## src/rtcsp_pkg.sv

```systemverilog
// constants and types of the two-wire slave port, its write buffer depth among them
package rtcsp_pkg;
    localparam logic [6:0] SLAVE_ADDR = 7'h68;   // 1101000
    localparam int         DATA_W     = 8;
    localparam int         PTR_W      = 6;       // 8 clock/control registers + 56 bytes of ram
    localparam int         FIFO_DEPTH = 16;
    localparam logic [3:0] BITS_BYTE  = 4'h8;
    localparam logic [3:0] CNT_ONE    = 4'h1;
    localparam logic [PTR_W-1:0] PTR_RESET = 6'h00;

    // gray codes along idle -> receive -> ack -> send -> master ack
    typedef enum logic [2:0] {
        ST_IDLE = 3'b000,
        ST_RECV = 3'b001,
        ST_ACK  = 3'b011,
        ST_SEND = 3'b010,
        ST_MACK = 3'b110
    } rtcsp_state_t;

    typedef enum logic [1:0] {
        K_ADDR = 2'h0,
        K_PTR  = 2'h1,
        K_DATA = 2'h2,
        K_READ = 2'h3
    } rtcsp_kind_t;
endpackage

```

## src/rtcsp_fifo_if.sv

```systemverilog
// valid/ready carrier between the slave port and its write buffer
`timescale 1ns/10ps
interface rtcsp_fifo_if #(parameter int W = 14);
    logic         in_valid;
    logic         in_ready;
    logic [W-1:0] in_data;
    logic         out_valid;
    logic         out_ready;
    logic [W-1:0] out_data;

    modport fill  (output in_valid, output in_data, input in_ready);
    modport fifo  (input in_valid, input in_data, output in_ready,
                   output out_valid, output out_data, input out_ready);
    modport drain (input out_valid, input out_data, output out_ready);
endinterface

```

## src/rtcsp_fifo.sv

```systemverilog
// flip-flop fifo holding register writes until the register side takes them
`timescale 1ns/10ps
module rtcsp_fifo #(
    parameter int W     = 14,
    parameter int DEPTH = 16
) (
    input  wire logic   i_clock,
    input  wire logic   i_srst,
    rtcsp_fifo_if.fifo  f
);
    localparam int AW = $clog2(DEPTH);

    generate
        if (DEPTH < 2 || (1 << AW) != DEPTH) begin : g_bad_depth
            $error("rtcsp_fifo depth must be a power of two, at least 2");
        end
    endgenerate

    logic [W-1:0] mem_r [DEPTH];
    logic [AW:0]  wp_r;
    logic [AW:0]  wp_nxt;
    logic [AW:0]  rp_r;
    logic [AW:0]  rp_nxt;
    logic         push;
    logic         pop;

    assign f.out_valid = (wp_r != rp_r);
    assign f.in_ready  = (wp_r[AW-1:0] != rp_r[AW-1:0]) || (wp_r[AW] == rp_r[AW]);
    assign f.out_data  = mem_r[rp_r[AW-1:0]];
    assign push        = f.in_valid && f.in_ready;
    assign pop         = f.out_valid && f.out_ready;

    always_comb begin
        wp_nxt = push ? wp_r + 1'b1 : wp_r;
        rp_nxt = pop  ? rp_r + 1'b1 : rp_r;
    end

    always_ff @(posedge i_clock) begin
        if (i_srst) begin
            wp_r <= '0;
            rp_r <= '0;
        end else begin
            wp_r <= wp_nxt;
            rp_r <= rp_nxt;
        end
        // storage needs no reset; empty flags guard it
        if (push) begin
            mem_r[wp_r[AW-1:0]] <= f.in_data;
        end
    end
endmodule

```

## src/rtcsp_slave.sv

```systemverilog
// two-wire serial slave port of the real-time clock
//
// Function
// - start opens a transfer; stop or any nack closes it.
// - repeated start ends one, begins next.
// - every byte shifted msb first.
// - first byte: seven address bits, direction.
// - address 1101000 write: ack, write mode.
// - first write byte loads register pointer.
// - write bytes acked, stored at pointer; nack when buffer full.
// - address 1101000 read: ack, then transmit.
// - read starts at retained pointer value.
// - master nacks last byte; stop sending.
// - start copies time into read shadow.
`timescale 1ns/10ps
module rtcsp_slave #(
    parameter int PTR_W      = rtcsp_pkg::PTR_W,
    parameter int FIFO_DEPTH = rtcsp_pkg::FIFO_DEPTH
) (
    input  wire logic                   i_clock,
    input  wire logic                   i_srst,
    input  wire logic                   i_scl,
    input  wire logic                   i_sda,
    output logic                        o_sda_out,
    output logic                        o_sda_oe,
    output logic                        o_snapshot,
    output logic [PTR_W-1:0]            o_rd_addr,
    input  wire logic [7:0]             i_rd_data,
    output logic                        o_wr_valid,
    input  wire logic                   i_wr_ready,
    output logic [PTR_W-1:0]            o_wr_addr,
    output logic [7:0]                  o_wr_data,
    output logic                        o_busy
);
    localparam int WW = PTR_W + rtcsp_pkg::DATA_W;

    generate
        if (PTR_W < 3 || PTR_W > 8) begin : g_bad_ptr
            $error("rtcsp_slave pointer width must lie between 3 and 8");
        end
    endgenerate

    function automatic logic [PTR_W-1:0] ptr_inc(input logic [PTR_W-1:0] p);
        return p + 1'b1;   // wraps from the top register to zero
    endfunction

    rtcsp_fifo_if #(.W(WW)) wq ();

    rtcsp_fifo #(.W(WW), .DEPTH(FIFO_DEPTH)) u_fifo (
        .i_clock (i_clock),
        .i_srst  (i_srst),
        .f       (wq.fifo)
    );

    rtcsp_pkg::rtcsp_state_t state_r;
    rtcsp_pkg::rtcsp_state_t state_nxt;
    rtcsp_pkg::rtcsp_kind_t  kind_r;
    rtcsp_pkg::rtcsp_kind_t  kind_nxt;
    logic [7:0]       sh_r;
    logic [7:0]       sh_nxt;
    logic [3:0]       cnt_r;
    logic [3:0]       cnt_nxt;
    logic [PTR_W-1:0] ptr_r;
    logic [PTR_W-1:0] ptr_nxt;
    logic             nak_r;
    logic             nak_nxt;
    logic             snap_r;
    logic             snap_nxt;
    logic             scl_q;
    logic             sda_q;
    logic             push;
    logic             start_c;
    logic             stop_c;
    logic             rise;
    logic             fall;

    // sda moving while scl stays high marks a bus condition
    assign start_c = i_scl && scl_q && sda_q && !i_sda;
    assign stop_c  = i_scl && scl_q && !sda_q && i_sda;
    assign rise    = i_scl && !scl_q;
    assign fall    = !i_scl && scl_q;

    assign wq.in_valid  = push;
    assign wq.in_data   = {ptr_r, sh_r};
    assign wq.out_ready = i_wr_ready;
    assign o_wr_valid   = wq.out_valid;
    assign o_wr_addr    = wq.out_data[WW-1:8];
    assign o_wr_data    = wq.out_data[7:0];

    // open drain: only ever pulls low, scl is never driven
    assign o_sda_out  = 1'b0;
    assign o_sda_oe   = (state_r == rtcsp_pkg::ST_ACK) ||
                        ((state_r == rtcsp_pkg::ST_SEND) && !sh_r[7]);
    assign o_rd_addr  = ptr_r;
    assign o_snapshot = snap_r;
    assign o_busy     = (state_r != rtcsp_pkg::ST_IDLE);

    always_comb begin
        state_nxt = state_r;
        kind_nxt  = kind_r;
        sh_nxt    = sh_r;
        cnt_nxt   = cnt_r;
        ptr_nxt   = ptr_r;
        nak_nxt   = nak_r;
        snap_nxt  = 1'b0;
        push      = 1'b0;
        if (start_c) begin
            // a repeated start aborts whatever byte was under way
            state_nxt = rtcsp_pkg::ST_RECV;
            kind_nxt  = rtcsp_pkg::K_ADDR;
            cnt_nxt   = '0;
            snap_nxt  = 1'b1;
        end else if (stop_c) begin
            state_nxt = rtcsp_pkg::ST_IDLE;
        end else begin
            unique case (state_r)
                rtcsp_pkg::ST_IDLE: begin
                end
                rtcsp_pkg::ST_RECV: begin
                    if (rise) begin
                        sh_nxt  = {sh_r[6:0], i_sda};
                        cnt_nxt = cnt_r + 1'b1;
                    end else if (fall && cnt_r == rtcsp_pkg::BITS_BYTE) begin
                        cnt_nxt = '0;
                        unique case (kind_r)
                            rtcsp_pkg::K_ADDR: begin
                                if (sh_r[7:1] == rtcsp_pkg::SLAVE_ADDR) begin
                                    state_nxt = rtcsp_pkg::ST_ACK;
                                    kind_nxt  = sh_r[0] ? rtcsp_pkg::K_READ
                                                        : rtcsp_pkg::K_PTR;
                                end else begin
                                    state_nxt = rtcsp_pkg::ST_IDLE;
                                end
                            end
                            rtcsp_pkg::K_PTR: begin
                                ptr_nxt   = sh_r[PTR_W-1:0];
                                kind_nxt  = rtcsp_pkg::K_DATA;
                                state_nxt = rtcsp_pkg::ST_ACK;
                            end
                            default: begin
                                // a full buffer is answered with nack, as the
                                // port cannot hold the clock low to wait
                                if (wq.in_ready) begin
                                    push      = 1'b1;
                                    ptr_nxt   = ptr_inc(ptr_r);
                                    state_nxt = rtcsp_pkg::ST_ACK;
                                end else begin
                                    state_nxt = rtcsp_pkg::ST_IDLE;
                                end
                            end
                        endcase
                    end
                end
                rtcsp_pkg::ST_ACK: begin
                    if (rise) begin
                        cnt_nxt = rtcsp_pkg::CNT_ONE;
                    end else if (fall && cnt_r == rtcsp_pkg::CNT_ONE) begin
                        cnt_nxt = '0;
                        if (kind_r == rtcsp_pkg::K_READ) begin
                            sh_nxt    = i_rd_data;
                            state_nxt = rtcsp_pkg::ST_SEND;
                        end else begin
                            state_nxt = rtcsp_pkg::ST_RECV;
                        end
                    end
                end
                rtcsp_pkg::ST_SEND: begin
                    if (rise) begin
                        cnt_nxt = cnt_r + 1'b1;
                    end else if (fall) begin
                        if (cnt_r == rtcsp_pkg::BITS_BYTE) begin
                            cnt_nxt   = '0;
                            state_nxt = rtcsp_pkg::ST_MACK;
                        end else begin
                            sh_nxt = {sh_r[6:0], 1'b0};
                        end
                    end
                end
                rtcsp_pkg::ST_MACK: begin
                    if (rise) begin
                        nak_nxt = i_sda;
                        ptr_nxt = ptr_inc(ptr_r);
                        cnt_nxt = rtcsp_pkg::CNT_ONE;
                    end else if (fall && cnt_r == rtcsp_pkg::CNT_ONE) begin
                        cnt_nxt = '0;
                        if (nak_r) begin
                            state_nxt = rtcsp_pkg::ST_IDLE;
                        end else begin
                            sh_nxt    = i_rd_data;
                            state_nxt = rtcsp_pkg::ST_SEND;
                        end
                    end
                end
                default: begin
                    state_nxt = rtcsp_pkg::ST_IDLE;
                end
            endcase
        end
    end

    always_ff @(posedge i_clock) begin
        if (i_srst) begin
            state_r <= rtcsp_pkg::ST_IDLE;
            kind_r  <= rtcsp_pkg::K_ADDR;
            sh_r    <= 8'hff;
            cnt_r   <= 4'h0;
            ptr_r   <= rtcsp_pkg::PTR_RESET;
            nak_r   <= 1'b0;
            snap_r  <= 1'b0;
            scl_q   <= 1'b1;
            sda_q   <= 1'b1;
        end else begin
            state_r <= state_nxt;
            kind_r  <= kind_nxt;
            sh_r    <= sh_nxt;
            cnt_r   <= cnt_nxt;
            ptr_r   <= ptr_nxt;
            nak_r   <= nak_nxt;
            snap_r  <= snap_nxt;
            scl_q   <= i_scl;
            sda_q   <= i_sda;
        end
    end
endmodule

```

## config.mk

```make
export PLATFORM = sky130hd
export DESIGN_NAME = rtcsp_slave
export DESIGN_NICKNAME = d
export VERILOG_FILES = /design/src/rtcsp_pkg.sv /design/src/rtcsp_fifo_if.sv /design/src/rtcsp_fifo.sv /design/src/rtcsp_slave.sv
export SDC_FILE = /design/constraint.sdc
export NUM_CORES = 1
export LEC_CHECK = 0
export ABC_AREA = 1
export BUFFER_PORTS_ARGS = -buffer_cell sky130_fd_sc_hd__buf_2
export CAP_MARGIN = 20
export CORE_MARGIN = 2
export CORE_UTILIZATION = 62
export DETAILED_ROUTE_END_ITERATION = 16
export GPL_TIMING_DRIVEN = 0
export PLACE_DENSITY = 0.82
export RECOVER_POWER = 100
export SYNTH_ARGS = -nofsm -noshare
export SYNTH_HDL_FRONTEND = slang
export SYNTH_SLANG_ARGS = --single-unit
export TNS_END_PERCENT = 50
```

## constraint.sdc

```tcl
create_clock -name i_clock -period 3.3 [get_ports i_clock]
set_input_delay 0.33 -clock i_clock [delete_from_list [all_inputs] [get_ports i_clock]]
set_output_delay 0.33 -clock i_clock [all_outputs]
set_load 0.005 [all_outputs]
```

==> summary.md <==
| Metric | Value |
|---|---|
| PnR worst setup slack | 205 ps |
| Pleak | 4.61 nW |
| Critical path type | flop to flop |
| Post-CTS Hold Buffers | 0 |
| Width of the die | 140 µm |
| Final Cycle Share | 93.8% |
| Synth cell types | 33 |
| Measured slew at the worst slew-check pin | 1060 ps |
| Wire length of the first global-routing pass | 42,000 µm |
| Internal | 5.83 mW |
| Vias in the first global route | 7,749 |
| Initial antenna violation count | 0 |
| FILL cells | 1,256 |
| Port buffer count | 35 |
| CTS buffer count | 26 |
| Register-to-register path setup slack | 200 ps |
| Worst setup EP type | flop |
| Count leader, synth | edfxtp_1 |
| Hold Crit Class | input pin to flop |
| Synth area leader | edfxtp_1 |
| Max Cap Viol | 0 |
| Core ar. | 0.0180 mm² |
| Starting DRT DRC Count | 1,144 |
| Antenna-violating nets left | 0 |
| FF+latch count, synth | 265 |
| Yosys top cell area share | 59.0% |
| Max-slew violation count | 0 |
| Worst slack, placed | 278 ps |
| Seq pwr share | 51.8% |
| Outcome | finished clean |
| Ant diodes | 0 |
| Final Hold Viols | 0 |
| Total track usage | 28.3% |
| Max Root-Sink Buffers | 3 |
| Share of flip-flops with an asynchronous set or reset | 0% |
| Root Buffer | clkbuf_16 |
| Depth of the CTS H-tree | 1 |
| # IOs | 38 |
| Worst Path Arrival | 3300 ps |
| Switch Pwr | 2.17 mW |
| Drc violations | 0 |
| Die Height | 140 µm |
| Drt total wl | 27,700 µm |
| Site row count | 49 |
| Max_slew headroom | 29.0% |
| Final hold slack | 39.2 ps |
| Fin Clk Skew | 14.8 ps |
| Final setup vio count | 0 |
| Register area | 0.00755 mm² |
| Initial core utilization | 63.2% |
| Power share of the clock group | 35.7% |
| Fraction of layout instances using a drive strength above 1 | 9.87% |
| Logic pwr share | 12.5% |
| CTS tree | yes |
| Post-route minimum period | 3100 ps |
| Layout Utilization | 70.6% |
| Fmax | 323 MHz |
| Largest net degree at the start of global routing | 22 |
| Post-CTS setup buffers | 0 |
| Crit path from | scl_q |
| Drt pass-1 iters | 6 |
| Worst setup SP type | flop |
| Sw frac | 27.1% |
| Largest cells by area after synthesis | edfxtp_1 (59%), dfxtp_1 (7.2%), mux2i_1 (4.9%) |
| Synth Cell Area | 0.0114 mm² |
| FF-to-FF End | u_fifo.mem_r[6][6] |
| Post-synth EDFFs | 224 |
| Multi-input combinational cell area | 0.00320 mm² |
| Register area share after synthesis | 66.2% |
| Worst-path clk slew | 60 ps |
| Worst r2r src | scl_q |
| Register-to-Register Path Depth | 11 |
| Sink Count | 265 |
| Clock latency on the worst-skew pair | 530 ps |
| Syn_nets | 1,013 |
| Vias | 7,999 |
| Detail Placement HPWL | 18,100 µm |
| Critical path fanouts, max | 10 |
| Post-layout net count | 1,089 |
| Gpl congestion | 0.899 |
| Die Area | 0.0195 mm² |
| Area Overhead vs Synth | 11.7% |
| Synth warn | 0 |
| Critical Path End | u_fifo.mem_r[6][6] |
| Cells after synthesis | 988 |
| Pwr Density | 628 mW/mm² |
| Most common library cells after synthesis | edfxtp_1 (224), nand2_1 (120), inv_1 (100), o21ai_0 (94), a21oi_1 (78) |
| Wire per inst | 21.1 µm |
| Unrepaired setup endpoints after global routing | false |
| Peak VDD IR | 518 µV |
| # resized after CTS | 0 |
| Congestion Overflow GR | 0 |
| Syn Area/Cell | 11.5 µm² |
| Vias per cell | 6.09 |
| Crit path required time | 3510 ps |
| Top_reg_cell synth | edfxtp_1 |
per-layer routing:
layer | global-route usage (%) | vias to the layer above | part of all wire [%]
met5 | 0 | - | 0
met4 | 11.7 | 0 | 3.6
met3 | 4.92 | 80 | 10
met2 | 47.4 | 486 | 48
met1 | 37.1 | 3752 | 38
li1 | - | 3681 | -
final cells by class:
| class | instances | area share [%] |
|---|---|---|
| buffer | 47 | 1.65 |
| clock buffer | 27 | 5.31 |
| multi-input combinational | 568 | 25.1 |
| tap | 229 | 2.25 |
| timing repair buffer | 48 | 1.91 |
| clock inverter | 21 | 1.26 |
| sequential | 265 | 59.3 |
| inverter | 108 | 3.19 |
cell families (layout without fill, tap and decap cells):
| family | after synthesis | count (layout) | share of synthesized area [%] |
|---|---|---|---|
| other cells | 1 | 1 | 0.0329 |
| xor+xnor | 5 | 5 | 0.384 |
| flops | 265 | 265 | 66.2 |
| simple gates | 257 | 257 | 9.92 |
| compound gates | 237 | 237 | 11.7 |
| buf+inv | 155 | 251 | 5.44 |
| fa+ha+maj | 12 | 12 | 1.32 |
| mux | 56 | 56 | 4.92 |
flip-flops by register name (all words and copies together), names as in the netlist, 2 cells and up, named ones only:
name	flops
kind_r	2
cnt_r	4
sh_r	8
state_r	3
u_fifo.rp_r	5
u_fifo.mem_r	224
o_rd_addr	6
u_fifo.wp_r	5
worst max-delay path: stages, from the launching register on:
cell	delay, ps
dfxtp_1	350
inv_1	50
ha_1	160
clkbuf_1	210
nor2_1	270
nand2_1	110
nor2_1	220
nand2_1	150
inv_1	140
nand2_1	160
nor2_1	560
clkbuf_2	390
power by group through the flow:
stage	clock [mW]	sequential [mW]	combinational (mW)
2_1_floorplan	0	4.05	0.705
5_1_grt	3.00	4.15	1.10
4_1_cts	2.87	4.13	0.994
3_5_place_dp	0	4.20	0.982
6_report	2.85	4.14	1.00
3_3_place_gp	0	4.19	0.958
layout by cell type (no fill, tap or decap), types with 10 or more instances in the layout:
| master | synthesis | routed |
|---|---|---|
| a21oi_1 | 78 | 78 |
| buf_2 | 6 | 34 |
| clkbuf_1 | 33 | 42 |
| clkbuf_16 | 0 | 27 |
| clkbuf_2 | 0 | 10 |
| clkinv_2 | 0 | 12 |
| dfxtp_1 | 41 | 41 |
| edfxtp_1 | 224 | 224 |
| ha_1 | 12 | 12 |
| inv_1 | 100 | 103 |
| mux2i_1 | 56 | 56 |
| nand2_1 | 120 | 122 |
| nand3_1 | 47 | 50 |
| nand4_1 | 16 | 16 |
| nor2_1 | 56 | 57 |
| o211ai_1 | 56 | 56 |
| o21ai_0 | 94 | 96 |
through the flow:
stage,power [mW],cell area [µm²],cells,setup TNS (ps)
3_5_place_dp,5.18,12000,1265,0
4_1_cts,7.99,12800,1313,0
2_1_floorplan,4.76,11400,988,0
6_report,8.00,12700,1313,0
5_1_grt,8.25,12700,1313,0
3_3_place_gp,5.15,11900,1252,-1180
how the worst min path moves through the flow:
stage	startpoint	to	slack (ps)	depth (start not counted)
floorplan	i_scl	scl_q	430	2
global placement	u_fifo.rp_r[4]	u_fifo.rp_r[4]	500	2
detailed placement	sda_q	o_snapshot	500	2
CTS	i_scl	scl_q	20	3
global route	i_scl	scl_q	50	3
finish	i_scl	scl_q	40	3
Power figures use the tool's default switching activity.
